<file path="config.mk">
export PLATFORM = sky130hd
export DESIGN_NAME = pbc_override
export DESIGN_NICKNAME = d
export VERILOG_FILES = /design/src/design/pbc_pkg.sv /design/src/design/pbc_override.sv /design/src/design/pbc_spike_filter.sv /design/src/design/pbc_sync.sv
export VERILOG_INCLUDE_DIRS = /design/src /design/src/design
export SDC_FILE = /design/constraint.sdc
export NUM_CORES = 1
export LEC_CHECK = 0
export ABC_AREA = 1
export BUFFER_PORTS_ARGS = -buffer_cell sky130_fd_sc_hd__buf_2
export CORE_MARGIN = 2
export CORE_UTILIZATION = 38
export CTS_CLUSTER_DIAMETER = 60
export DETAILED_ROUTE_END_ITERATION = 6
export GPL_TIMING_DRIVEN = 0
export PLACE_DENSITY = 0.77
export SYNTH_ARGS = -nofsm -noshare
export SYNTH_HDL_FRONTEND = slang
export SYNTH_HIERARCHICAL = 1
export SYNTH_SLANG_ARGS = --single-unit
export TNS_END_PERCENT = 100
</file>
<file path="constraint.sdc">
create_clock -name sys_clk -period 1.1 [get_ports sys_clk]
set_input_delay 0.275 -clock sys_clk [delete_from_list [all_inputs] [get_ports sys_clk]]
set_output_delay 0.275 -clock sys_clk [all_outputs]
set_load 0.005 [all_outputs]
</file>
<file path="src/design/pbc_defs.svh">
// Constants for the Port B / Port C alternate function override block.
// Included only by the package; definitions only.
`ifndef PBC_DEFS_SVH
`define PBC_DEFS_SVH

`define PBC_PINS 8
`define PBC_SYNC_DEPTH 2
`define PBC_CLK_PERIOD_NS 4
`define PBC_SPIKE_NS 50
// Shortest pulse that passes is one cycle longer than the spike limit
`define PBC_SPIKE_CYC \
    ((`PBC_SPIKE_NS + `PBC_CLK_PERIOD_NS - 1) / `PBC_CLK_PERIOD_NS)
`define PBC_SPIKE_CNT_W 5
`define PBC_BIT_CLKOUT 0
`define PBC_BIT_SS 2
`define PBC_BIT_MOSI 3
`define PBC_BIT_MISO 4
`define PBC_BIT_TWI_SDA 4
`define PBC_BIT_TWI_SCL 5
`define PBC_BIT_RESET 6

`endif

</file>
<file path="src/design/pbc_pkg.sv">
// Types shared by the override block and its helpers.
// Assumes pbc_defs.svh is on the include path.
`include "pbc_defs.svh"
package pbc_pkg;
    typedef logic [`PBC_PINS-1:0] pbc_byte_t;
    typedef logic [`PBC_SPIKE_CNT_W-1:0] pbc_cnt_t;
    typedef enum logic [1:0] {
        PBC_FILT_LOW = 2'b01,
        PBC_FILT_HIGH = 2'b10
    } pbc_filt_state_t;
endpackage

</file>
<file path="src/design/pbc_override.sv">
// Alternate function override for Port B bits 7..0 and Port C bits 6..3.
// Port bit logic and peripherals are on sys_clk; pads are asynchronous.
// Function
// - Programmed clock-output fuse drives divided clock on PB0
// - Divided clock output on PB0 stays active during reset
// - PB7 input enable override from RC, ext clock, async, pin change
// - PB6 pull-up, direction, input enable from RC and async select
// - MISO carries master in; slave out is PB4 value only as master, with PB4 forced input; MOSI master out/slave in
// - PB3 output value is SPI master out OR compare A OR tx
// - PB3 output value override on SPI master, compare A or tx; SPI master or tx sets pull/dir
// - PB2 input feeds pin change 2 and slave select; compare B out
// - PB0 output and direction overridden only by clock output fuse; input feeds pin change 0 and capture
// - PB5..0 input enable forced by pin change mask and group enable
// - Reset-disable fuse makes PC6 plain I/O, else reset input
// - PC6 as reset reads direction, output and input as zero
// - Two-wire enable makes PC5 open-drain slew-limited clock line
// - Two-wire enable makes PC4 open-drain slew-limited data line
// - Two-wire inputs ignore pulses shorter than 50 ns
// - PC3 is pin change 11, PC6..4 are pin change 14..12
// - USART rx forces PB4 input; pull-up follows output bit
// - USART tx forces PB3 to output
// - PB7 as clock pin reads direction, output and input as zero
`timescale 1ns/100ps
module pbc_override
    import pbc_pkg::*;
(
    input wire logic sys_clk,
    input wire logic sys_rst,
    input wire logic [7:0] portb_out_reg,
    input wire logic [7:0] portb_dir_reg,
    input wire logic [7:0] portb_pcmsk,
    input wire logic [6:3] portc_out_reg,
    input wire logic [6:3] portc_dir_reg,
    input wire logic [6:3] portc_pcmsk,
    input wire logic pin_change_group0_enable,
    input wire logic pin_change_group1_enable,
    input wire logic global_pullup_disable,
    input wire logic internal_rc_selected,
    input wire logic external_clock_selected,
    input wire logic timer2_async_select,
    input wire logic clock_output_fuse,
    input wire logic reset_pin_disable_fuse,
    input wire logic divided_clock,
    input wire logic spi0_enable_bit,
    input wire logic spi_host_role_select,
    input wire logic spi0_sck_out,
    input wire logic spi0_master_out,
    input wire logic spi0_slave_out,
    input wire logic usart1_tx_enable,
    input wire logic usart1_rx_enable,
    input wire logic usart1_tx_data,
    input wire logic timer1_compare_a_en,
    input wire logic timer1_compare_a_out,
    input wire logic timer1_compare_b_en,
    input wire logic timer1_compare_b_out,
    input wire logic timer2_compare_a_en,
    input wire logic timer2_compare_a_out,
    input wire logic twowire_enable_bit,
    input wire logic twowire0_clock_drive_low,
    input wire logic twowire0_data_drive_low,
    input wire logic [7:0] portb_pad_in,
    input wire logic [6:3] portc_pad_in,
    output logic [7:0] portb_pad_out,
    output logic [7:0] portb_pad_oe_n,
    output logic [7:0] portb_pad_pullup,
    output logic [6:3] portc_pad_out,
    output logic [6:3] portc_pad_oe_n,
    output logic [6:3] portc_pad_pullup,
    output logic [5:4] portc_slew_limit,
    output logic [7:0] portb_pin_read,
    output logic [7:0] portb_dir_read,
    output logic [7:0] portb_out_read,
    output logic [6:3] portc_pin_read,
    output logic [6:3] portc_dir_read,
    output logic [6:3] portc_out_read,
    output logic [7:0] pin_change_group0_in,
    output logic [14:11] pin_change_group1_in,
    output logic timer1_capture_in,
    output logic spi0_slave_select,
    output logic spi0_master_in,
    output logic spi0_slave_in,
    output logic spi0_sck_in,
    output logic usart1_rx_data,
    output logic reset_pin_in,
    output logic twowire0_clock_line,
    output logic twowire0_data_line
);
    // Per-pin override signal set
    typedef struct packed {
        logic [7:0] pullup_override_enable;
        logic [7:0] pullup_override_value;
        logic [7:0] direction_override_enable;
        logic [7:0] direction_override_value;
        logic [7:0] output_value_override_enable;
        logic [7:0] output_value_override_value;
        logic [7:0] input_enable_override_enable;
        logic [7:0] input_enable_override_value;
    } pbc_ovr_t;

    typedef struct packed {
        logic [7:0] pb_in;
        logic [6:3] pc_in;
    } pbc_state_t;

    pbc_ovr_t ovb;
    pbc_ovr_t ovc;
    pbc_state_t state_reg;
    pbc_state_t state_next;
    logic [7:0] pb_sync;
    logic [6:3] pc_sync;
    logic scl_filt;
    logic sda_filt;
    logic [7:0] pb_ie;
    logic [6:3] pc_ie;
    logic spi_master;
    logic pb7_clock;
    logic pb6_clock;
    logic pc6_reset;

    // Shared override merge applied to every pin
    function automatic logic [2:0] pbc_merge(
        input logic pu_on, input logic pu_v,
        input logic dir_on, input logic dir_v,
        input logic out_on, input logic out_v,
        input logic port_out, input logic port_dir,
        input logic pu_off);
        logic dir;
        logic val;
        logic pu;
        dir = dir_on ? dir_v : port_dir;
        val = out_on ? out_v : port_out;
        pu = pu_on ? pu_v : (port_out & ~port_dir & ~pu_off);
        pbc_merge = {dir, val, pu};
    endfunction

    pbc_sync #(.WIDTH(8)) u_sync_b (
        .sys_clk(sys_clk),
        .sys_rst(sys_rst),
        .async_in(portb_pad_in),
        .sync_out(pb_sync)
    );

    pbc_sync #(.WIDTH(4)) u_sync_c (
        .sys_clk(sys_clk),
        .sys_rst(sys_rst),
        .async_in(portc_pad_in),
        .sync_out(pc_sync)
    );

    pbc_spike_filter u_filt_scl (
        .sys_clk(sys_clk),
        .sys_rst(sys_rst),
        .line_in(pc_sync[`PBC_BIT_TWI_SCL]),
        .line_out(scl_filt)
    );

    pbc_spike_filter u_filt_sda (
        .sys_clk(sys_clk),
        .sys_rst(sys_rst),
        .line_in(pc_sync[`PBC_BIT_TWI_SDA]),
        .line_out(sda_filt)
    );

    assign spi_master = spi0_enable_bit & spi_host_role_select;
    // crystal owns PB7 and PB6 in these modes
    assign pb7_clock = (internal_rc_selected & external_clock_selected)
        | timer2_async_select;
    assign pb6_clock = internal_rc_selected | timer2_async_select;
    assign pc6_reset = ~reset_pin_disable_fuse;

    always_comb begin
        ovb = '0;
        ovb.pullup_override_enable[7] = pb7_clock;
        ovb.direction_override_enable[7] = pb7_clock;
        ovb.input_enable_override_enable[7] = pb7_clock
            | (portb_pcmsk[7] & pin_change_group0_enable);
        ovb.input_enable_override_value[7] = (internal_rc_selected
            | external_clock_selected) & timer2_async_select;
        ovb.pullup_override_enable[6] = pb6_clock;
        ovb.direction_override_enable[6] = pb6_clock;
        ovb.input_enable_override_enable[6] = pb6_clock
            | (portb_pcmsk[6] & pin_change_group0_enable);
        ovb.input_enable_override_value[6] =
            internal_rc_selected & timer2_async_select;
        // SPI0 clock pin
        ovb.pullup_override_enable[5] = spi_master;
        ovb.pullup_override_value[5] =
            portb_out_reg[5] & ~global_pullup_disable;
        ovb.direction_override_enable[5] = spi_master;
        ovb.output_value_override_enable[5] = spi_master;
        ovb.output_value_override_value[5] = spi0_sck_out;
        // USART rx forces PB4 input, pull-up from output bit
        ovb.pullup_override_enable[4] = spi_master | usart1_rx_enable;
        ovb.pullup_override_value[4] =
            portb_out_reg[4] & ~global_pullup_disable;
        ovb.direction_override_enable[4] = spi_master | usart1_rx_enable;
        ovb.output_value_override_enable[4] = spi_master;
        ovb.output_value_override_value[4] = spi0_slave_out;
        ovb.pullup_override_enable[3] = spi_master | usart1_tx_enable;
        ovb.pullup_override_value[3] =
            portb_out_reg[3] & ~global_pullup_disable;
        ovb.direction_override_enable[3] = spi_master | usart1_tx_enable;
        ovb.direction_override_value[3] = usart1_tx_enable;
        ovb.output_value_override_enable[3] = spi_master
            | timer2_compare_a_en | usart1_tx_enable;
        ovb.output_value_override_value[3] = spi0_master_out
            | timer2_compare_a_out | usart1_tx_data;
        ovb.pullup_override_enable[2] = spi_master;
        ovb.pullup_override_value[2] =
            portb_out_reg[2] & ~global_pullup_disable;
        ovb.direction_override_enable[2] = spi_master;
        ovb.output_value_override_enable[2] = timer1_compare_b_en;
        ovb.output_value_override_value[2] = timer1_compare_b_out;
        // compare A needs software direction bit
        ovb.output_value_override_enable[1] = timer1_compare_a_en;
        ovb.output_value_override_value[1] = timer1_compare_a_out;
        // clock out on PB0 overrides port bits
        ovb.direction_override_enable[0] = clock_output_fuse;
        ovb.direction_override_value[0] = clock_output_fuse;
        ovb.output_value_override_enable[0] = clock_output_fuse;
        ovb.output_value_override_value[0] = divided_clock;
        for (int i = 0; i < 6; i++) begin
            ovb.input_enable_override_enable[i] =
                portb_pcmsk[i] & pin_change_group0_enable;
            ovb.input_enable_override_value[i] = 1'b1;
        end
    end

    always_comb begin
        ovc = '0;
        // PC6 reset pin when fuse unprogrammed
        ovc.pullup_override_enable[6] = pc6_reset;
        ovc.pullup_override_value[6] = 1'b1;
        ovc.direction_override_enable[6] = pc6_reset;
        ovc.input_enable_override_enable[6] = pc6_reset
            | (portc_pcmsk[6] & pin_change_group1_enable);
        ovc.input_enable_override_value[6] = ~pc6_reset;
        for (int i = 4; i < 6; i++) begin
            ovc.pullup_override_enable[i] = twowire_enable_bit;
            ovc.pullup_override_value[i] =
                portc_out_reg[i] & ~global_pullup_disable;
            ovc.direction_override_enable[i] = twowire_enable_bit;
            ovc.output_value_override_enable[i] = twowire_enable_bit;
            ovc.input_enable_override_enable[i] =
                portc_pcmsk[i] & pin_change_group1_enable;
            ovc.input_enable_override_value[i] = 1'b1;
        end
        ovc.direction_override_value[5] = twowire0_clock_drive_low;
        ovc.direction_override_value[4] = twowire0_data_drive_low;
        ovc.input_enable_override_enable[3] =
            portc_pcmsk[3] & pin_change_group1_enable;
        ovc.input_enable_override_value[3] = 1'b1;
    end

    always_comb begin
        logic [2:0] m;
        m = '0;
        for (int i = 0; i < 8; i++) begin
            m = pbc_merge(ovb.pullup_override_enable[i],
                ovb.pullup_override_value[i],
                ovb.direction_override_enable[i],
                ovb.direction_override_value[i],
                ovb.output_value_override_enable[i],
                ovb.output_value_override_value[i],
                portb_out_reg[i], portb_dir_reg[i], global_pullup_disable);
            portb_pad_oe_n[i] = ~m[2];
            portb_pad_out[i] = m[1];
            portb_pad_pullup[i] = m[0] & ~m[2];
            pb_ie[i] = ovb.input_enable_override_enable[i]
                ? ovb.input_enable_override_value[i] : 1'b1;
        end
        for (int i = 3; i < 7; i++) begin
            m = pbc_merge(ovc.pullup_override_enable[i],
                ovc.pullup_override_value[i],
                ovc.direction_override_enable[i],
                ovc.direction_override_value[i],
                ovc.output_value_override_enable[i],
                ovc.output_value_override_value[i],
                portc_out_reg[i], portc_dir_reg[i], global_pullup_disable);
            portc_pad_oe_n[i] = ~m[2];
            portc_pad_out[i] = m[1];
            portc_pad_pullup[i] = m[0] & ~m[2];
            pc_ie[i] = ovc.input_enable_override_enable[i]
                ? ovc.input_enable_override_value[i] : 1'b1;
        end
    end

    always_comb begin
        state_next.pb_in = pb_sync & pb_ie;
        state_next.pc_in = pc_sync & pc_ie;
    end

    always_ff @(posedge sys_clk) begin
        if (sys_rst) begin
            state_reg <= '0;
        end else begin
            state_reg <= state_next;
        end
    end

    // slew limiting while two-wire owns the pins
    assign portc_slew_limit = {2{twowire_enable_bit}};

    // clock and reset pins read as zero
    always_comb begin
        portb_pin_read = state_reg.pb_in;
        portb_dir_read = portb_dir_reg;
        portb_out_read = portb_out_reg;
        portc_pin_read = state_reg.pc_in;
        portc_dir_read = portc_dir_reg;
        portc_out_read = portc_out_reg;
        if (pb7_clock) begin
            portb_pin_read[7] = 1'b0;
            portb_dir_read[7] = 1'b0;
            portb_out_read[7] = 1'b0;
        end
        if (pb6_clock) begin
            portb_pin_read[6] = 1'b0;
            portb_dir_read[6] = 1'b0;
            portb_out_read[6] = 1'b0;
        end
        if (pc6_reset) begin
            portc_pin_read[6] = 1'b0;
            portc_dir_read[6] = 1'b0;
            portc_out_read[6] = 1'b0;
        end
    end

    assign pin_change_group0_in = state_reg.pb_in;
    assign pin_change_group1_in = state_reg.pc_in;
    assign timer1_capture_in = state_reg.pb_in[0];
    // slave select is active low from the master
    assign spi0_slave_select = state_reg.pb_in[`PBC_BIT_SS];
    assign spi0_master_in = state_reg.pb_in[`PBC_BIT_MISO];
    assign spi0_slave_in = state_reg.pb_in[`PBC_BIT_MOSI];
    assign spi0_sck_in = state_reg.pb_in[5];
    assign usart1_rx_data = state_reg.pb_in[`PBC_BIT_MISO];
    assign reset_pin_in = pc6_reset & pc_sync[`PBC_BIT_RESET];
    assign twowire0_clock_line = scl_filt;
    assign twowire0_data_line = sda_filt;

    // PB0 follows divided clock even in reset
    clk_out_a: assert property (@(posedge sys_clk)
        clock_output_fuse |-> !portb_pad_oe_n[0]
        && portb_pad_out[0] == divided_clock)
        else $error("divided clock not on PB0");
    mosi_or_a: assert property (@(posedge sys_clk) disable iff (sys_rst)
        (spi_master || timer2_compare_a_en || usart1_tx_enable) |->
        portb_pad_out[3] == (spi0_master_out | timer2_compare_a_out
        | usart1_tx_data))
        else $error("PB3 override value wrong");
    tx_output_a: assert property (@(posedge sys_clk) disable iff (sys_rst)
        usart1_tx_enable |-> !portb_pad_oe_n[3])
        else $error("PB3 not output with tx enabled");
    rx_input_a: assert property (@(posedge sys_clk) disable iff (sys_rst)
        usart1_rx_enable |-> portb_pad_oe_n[4]
        && portb_pad_pullup[4] == (portb_out_reg[4]
        & ~global_pullup_disable))
        else $error("PB4 not input with rx enabled");
    reset_read_a: assert property (@(posedge sys_clk) disable iff (sys_rst)
        pc6_reset |-> portc_pin_read[6] == 1'b0
        && portc_dir_read[6] == 1'b0 && portc_pad_oe_n[6])
        else $error("PC6 reset pin not reading zero");
    clock_read_a: assert property (@(posedge sys_clk) disable iff (sys_rst)
        pb7_clock |-> portb_dir_read[7] == 1'b0
        && portb_out_read[7] == 1'b0 && portb_pin_read[7] == 1'b0)
        else $error("PB7 clock pin not reading zero");
    twi_od_a: assert property (@(posedge sys_clk) disable iff (sys_rst)
        twowire_enable_bit |-> portc_pad_out[5:4] == 2'h0
        && portc_slew_limit == 2'h3)
        else $error("two-wire pins not open-drain");
    pc_ie_a: assert property (@(posedge sys_clk) disable iff (sys_rst)
        (portb_pcmsk[1] && pin_change_group0_enable) |=>
        pin_change_group0_in[1] == $past(pb_sync[1]))
        else $error("pin change input not enabled");
endmodule

</file>
<file path="src/design/pbc_spike_filter.sv">
// Spike filter for one synchronised two-wire line.
// Input already synchronised; output moves only after a stable run.
`timescale 1ns/100ps
module pbc_spike_filter
    import pbc_pkg::*;
#(
    parameter int STABLE_CYC = `PBC_SPIKE_CYC
) (
    input wire logic sys_clk,
    input wire logic sys_rst,
    input wire logic line_in,
    output logic line_out
);
    typedef struct packed {
        pbc_filt_state_t fsm;
        pbc_cnt_t cnt;
    } pbc_filt_t;

    pbc_filt_t state_reg;
    pbc_filt_t state_next;

    // Idle bus is high, so start high to avoid a false edge
    always_comb begin
        state_next = state_reg;
        case (state_reg.fsm)
            PBC_FILT_LOW: begin
                if (!line_in) begin
                    state_next.cnt = '0;
                end else if (state_reg.cnt >= pbc_cnt_t'(STABLE_CYC)) begin
                    state_next.fsm = PBC_FILT_HIGH;
                    state_next.cnt = '0;
                end else begin
                    state_next.cnt = state_reg.cnt + pbc_cnt_t'(1);
                end
            end
            PBC_FILT_HIGH: begin
                if (line_in) begin
                    state_next.cnt = '0;
                end else if (state_reg.cnt >= pbc_cnt_t'(STABLE_CYC)) begin
                    state_next.fsm = PBC_FILT_LOW;
                    state_next.cnt = '0;
                end else begin
                    state_next.cnt = state_reg.cnt + pbc_cnt_t'(1);
                end
            end
            default: begin
                state_next.fsm = PBC_FILT_HIGH;
                state_next.cnt = '0;
            end
        endcase
    end

    always_ff @(posedge sys_clk) begin
        if (sys_rst) begin
            state_reg.fsm <= PBC_FILT_HIGH;
            state_reg.cnt <= '0;
        end else begin
            state_reg <= state_next;
        end
    end

    assign line_out = (state_reg.fsm == PBC_FILT_HIGH);

    // Output flips only to the level line_in had on the previous sample
    spike_hold_a: assert property (@(posedge sys_clk) disable iff (sys_rst)
        $changed(line_out) |-> $past(line_in) == line_out)
        else $error("filter output changed against its input");
endmodule

</file>
<file path="src/design/pbc_sync.sv">
// Two-flop synchroniser for a vector of pad inputs.
// Assumes inputs are asynchronous to sys_clk.
`timescale 1ns/100ps
module pbc_sync
    import pbc_pkg::*;
#(
    parameter int WIDTH = 8
) (
    input wire logic sys_clk,
    input wire logic sys_rst,
    input wire logic [WIDTH-1:0] async_in,
    output logic [WIDTH-1:0] sync_out
);
    typedef struct packed {
        logic [WIDTH-1:0] meta;
        logic [WIDTH-1:0] stable;
    } pbc_sync_state_t;

    pbc_sync_state_t state_reg;
    pbc_sync_state_t state_next;

    always_comb begin
        state_next.meta = async_in;
        state_next.stable = state_reg.meta;
    end

    always_ff @(posedge sys_clk) begin
        if (sys_rst) begin
            state_reg <= '0;
        end else begin
            state_reg <= state_next;
        end
    end

    assign sync_out = state_reg.stable;
endmodule

</file>
== Yosys cells after proc, flatten, opt, wreduce, memory -nomap -nowiden ==
Cells that the tools add are included.

* Word-level logic and storage cells: 168
* Bits in registers: 50
* Bits of input ports: 76
* Output and inout bits: 95

* Reduce and logical (&&, ||, !) cells: 2
* $lt $le $gt $ge: 2
* Bitwise gates (word level): 88
* Multiplexer cells: 52
* $add $sub $neg: 2
* Eq/ne operators: 12

{| class="wikitable"
|+ Operators with widths
! cell !! number
|-
| bitwise AND 1 bit || 50
|-
| two-way mux 1 bit || 36
|-
| two-way mux 5 bit || 6
|-
| one-hot mux 7 bit (2 select lines) || 2
|-
| inverter 1 bit || 24
|-
| two-way mux 2 bit || 8
|-
| OR 1 bit || 12
|-
| adder 5 x 1 -> 5 bit, second input constant || 2
|-
| greater-or-equal comparator 5 x 4 -> 1 bit, second input constant || 2
|-
| bitwise AND 8 bit || 1
|-
| != test 2 x 1 -> 1 bit, second input constant || 4
|-
| != test 2 bit, second input constant || 4
|-
| AND reduction 4 bit || 2
|-
| bitwise AND 4 bit || 1
|-
| == test 2 x 1 -> 1 bit, second input constant || 2
|-
| == test 2 bit, second input constant || 2
|}

== Longest topological paths before layout ==
* Depth after elaboration: 5
* Mapped depth: 11
* Gate-level depth less buffers: 11

== Hierarchy ==
The synthesis kept the hierarchy.

{| class="wikitable"
|+ Modules (own cells, without submodules)
! module !! area an instance (µm²) !! cells each !! times used !! seq. area each (µm²)
|-
| pbc_override || 1026.0 || 167 || 1 || 240.2
|-
| pbc_spike_filter || 396.6 || 49 || 2 || 140.1
|-
| pbc_sync (u_sync_b) || 474.2 || 50 || 1 || 320.3
|-
| pbc_sync (u_sync_c) || 231.5 || 25 || 1 || 160.2
|}

== Worst setup path after synthesis ==
OpenSTA, ideal clock, no wires.

* Path kind: flip-flop to flip-flop
* From: reg u_filt_scl/state_reg[5] (netlist name)
* To: reg u_filt_scl/state_reg[6] (netlist name)
* Setup time: 120 ps
* Buffers on the path: 0
* Cell stages (with the launch flop): 7
* Clock period less this slack: 1150 ps
* Data arrival time: 1030 ps
* Data required time: 980 ps
* Path slack: -50 ps
* Path through: dfxtp_1 -> inv_1 -> ha_1 -> o211ai_1 -> nand2_1 -> nand2_1 -> nand3_1

* Longest elaborated chain between the ends: 3
* Elaborated cells between the ends (all ways): 8
* Classes of those cells: eq/ne (6); mux (1); reduce/logical (1)

{| class="wikitable"
|+ Ends and longest elaborated chain
! item !! line !! text
|-
| start: declaration || pbc_spike_filter.sv:19 || <nowiki>pbc_filt_t state_reg;</nowiki>
|-
| start signal: assignment || pbc_spike_filter.sv:58 || <nowiki>state_reg <= state_next;</nowiki>
|-
| == test 2 bit (*) || -- ||
|-
| via twowire0_clock_line || pbc_override.sv:85 || <nowiki>output logic twowire0_clock_line,</nowiki>
|-
| != test 2 x 1 -> 1 bit (no line) / != test 2 bit (equally long branches) || -- ||
|-
| AND reduction 4 bit (no line) || -- ||
|}

The timed path passes the listed nets; every way through them passes the cells marked *.
A chain may end at the register's enable or synchronous reset.

== Final worst setup path ==
* From: reg u_filt_scl/state_reg[5] (netlist name)
* To: out twowire0_clock_line

* Longest elaborated chain between the ends: 1

{| class="wikitable"
|+ Ends and longest elaborated chain
! item !! line !! text
|-
| == test 2 bit || pbc_spike_filter.sv:62 || <nowiki>assign line_out = (state_reg.fsm == PBC_FILT_HIGH);</nowiki>
|-
| end: declaration || pbc_override.sv:85 ||
|}

Every way passes these cells.

==> impl_metrics.yaml <==
global_routing:
  grt_pass1_vias: 2442
  grt_busiest_layer: "met2"
  grt_max_degree: 19
  grt.total_usage: 0.209
  grt_overflow_total: 0
  met3_usage: 0.0472
  met1_usage: 0.212
  grt_antenna_before_repair: 1
  grt_pass1_wl_mm: 11.8
  use_met2: 0.409
cts:
  cts_buffer_depth: 2
  htreeDepth: 2
  cts.clk_slew.worst_paths_ps: 100
  holdBufCountCts: 0
  cts_buffers: 5
  tritoncts: "built"
  numClockSinks: 50
  root_buffer: "clkbuf_8"
  clock_latency_ps: 310
routing:
  post_drt_wl_per_cell_um: 13.9
  drt_iter0_drc: 81
  routed_wl_mm: 8.23
  ant_nets: 0
  drtPass1Iterations: 4
  drc_errors: 0
  viasPerCell: 4.49
  vias: 2662
timing:
  fin_skew_ps: 7.93
  rsz0062_at_grt: "true"
  finalMaxSlewViolations: 0
  hold_viol_final: 0
  max_freq_mhz: 786
  setup_ws_ps: -172
  setup_viol: 32
  slew_headroom: 0.804
  min_period_over_period: 1.16
  worst_pin_slew_ps: 293
  period_minus_slack_ps: 1270
  whs_ps: 160
critical_path:
  end_kind: "primary output"
  critPathSlowestCell: "dfxtp_2"
  worstPathRequired_ps: 820
  critical_path.top_delay_family: "flip-flops"
  path_max_fanout: 4
  critical_path.n_buffers_inverters: 2
  rrSetupSlack_ps: -150
  cp-start-kind: "register"
  cp_slowest_stage_delay_ps: 360
  setup.worst_path.class: "register to primary output"
  crit_chain: "inv_4 > ha_4 > buf_6"
  arrival_ps: 1000
cells_and_area:
  utilization: 0.674
  final_nets: 600
  final_area_um2: 4310
  final.fill_count: 505
  syn_to_final_growth_pct: 70.6
  drive_above_1_share: 0.614
  layout.cells.non_filler: 593
power_and_ir_drop:
  p_seq_frac: 0.374
  power_density_nw_per_um2: 1430
  vdd_drop_max_uv: 1640
  switchingPower_uw: 2210
  finalPower_uw: 6150
  p_sw_frac: 0.359
  leakage_uw: 0.00227
  power_frac_clock: 0.183
  combPwrFrac: 0.443
  intPower_uw: 3940
synthesis:
  yosys.area.top_type: "dfxtp_1"
  yosys_register_bits: 50
  synth_top_area_share: 0.396
  synth-edff-count: 0
  yosys.area_share.simple: 0.245
  synthesis.nets: 426
  netlist_area_um2: 2520
  synth_common_cells: "72 x inv_1, 55 x nand2_1, 50 x dfxtp_1"
  synth_mux_area_frac: 0.0124
  synthFlopType: "dfxtp_1"
  syn_inst: 340
  synth_xor_area_frac: 0.00694
  async_reset_ff_frac: 0
  synth.distinct_cells: 28
  synth_top_family_by_area: "buffers and inverters"
  yosysMostFrequentCell: "inv_1"
  synth-compound-area-share: 0.0441
  synth_area_leaders: "dfxtp_1 40%, buf_4 12%, inv_1 11%, nand2_1 8.2%, nor2_1 6.8%"
  ys.warnings.count: 6
  synthAdderAreaFrac: 0.0496
  seq_area_frac_synth: 0.396
  postSynthAreaPerCell_um2: 7.43
floorplan:
  coreArea_um2: 6390
  start_util: 0.395
  pin_count: 171
  dieArea_um2: 7310
  die_x_um: 85.5
  std_cell_rows: 29
  die_y_um: 85.5
place:
  dpl.hpwl_mm: 6.12
  port_buffers: 159
  postPlaceCellArea_um2: 3460
  gp_congestion: 0.776
  dp_cells: 576
status:
  status: "complete, but fails checks"
  failed_checks: "setup timing"
worst_hold_path:
  worstHoldPathType: "primary input to register"
job:
  drv_cap: 0
path summary, 6_finish.rpt:
path | endpoint | cells past startpoint | from
setup reg to reg | u_filt_sda/state_reg[6]$_SDFFE_PP1P_ | 6 | u_filt_sda/state_reg[5]$_SDFFE_PP0P_
hold / removal | u_sync_b/state_next[3]$_SDFF_PP0_ | 3 | portb_pad_in[3]
hold reg to reg | pin_change_group0_in[2]$_SDFF_PP0_ | 2 | u_sync_b/sync_out[2]$_SDFF_PP0_
setup / recovery | twowire0_clock_line | 3 | u_filt_scl/state_reg[5]$_SDFFE_PP0P_
metal layers:
| metal | routed length (um) | share of wire |
|---|---|---|
| met5 | 0 | 0 |
| met4 | 161 | 0.020 |
| met3 | 492 | 0.060 |
| met2 | 4640 | 0.56 |
| met1 | 2940 | 0.36 |
area by class of cell:
type | instances | area [um2] | area share
antenna | 1 | 2.50 | 0.000581
timing repair buffer | 170 | 1140 | 0.265
clock buffer | 5 | 68.8 | 0.0160
inverter | 74 | 290 | 0.0674
sequential | 50 | 1050 | 0.243
multi-input combinational | 173 | 1270 | 0.295
clock inverter | 3 | 28.8 | 0.00668
buffer | 40 | 362 | 0.0840
tap | 77 | 96.3 | 0.0224
power groups by stage:
stage	Sequential (uW)	Clock, uW	Combinational (uW)
6_report	2300	1130	2720
5_1_grt	2330	1230	2960
4_1_cts	2240	1170	2180
3_5_place_dp	2260	0	1690
3_3_place_gp	2240	0	1600
2_1_floorplan	2220	0	1120
per-stage QoR:
| stage | worst slack, ps | TNS (ps) |
|---|---|---|
| after CTS | -154 | -2300 |
| after global routing | -227 | -3630 |
| after global placement | -161 | -2070 |
| after detailed placement | -199 | -3170 |
| after floorplan | -6.97 | -29.5 |
| final | -172 | -2200 |
placed cells by master, fill, tap and decap left out, drive strengths merged:
cell,instances
buf,210
nor2,51
ha,10
and2b,1
a21oi,5
nor3b,3
o211ai,4
o21ai,5
xnor2,2
nand3,6
nand2,63
and3,1
clkinv,4
nand3b,3
diode,1
inv,73
a31o,2
mux2i,2
nor3,14
dfxtp,50
clkbuf,5
mux2,1
repair_timing:
action | 4_1_cts | 5_1_grt
gates cloned | 2 | 0
buffers inserted | 9 | 1
pin swaps | 27 | 19
resized for setup | 105 | 57
setup endpoints to repair | 60 | 48
cells by family (layout without fill, tap and decap cells):
group           Yosys count  count (layout)
mux                       3               3
compound gates           16              16
flops                    50              50
xor+xnor                  2               2
fa+ha+maj                10              10
buf+inv                 118             292
other cells               0               1
simple gates            141             142
tightest hold or removal path: cells and delay by family:
kind | cells | cell delay (ps)
buffers and inverters | 2 | 100
AND/OR/NAND/NOR | 1 | 60
(Power assumes the default switching activity.)
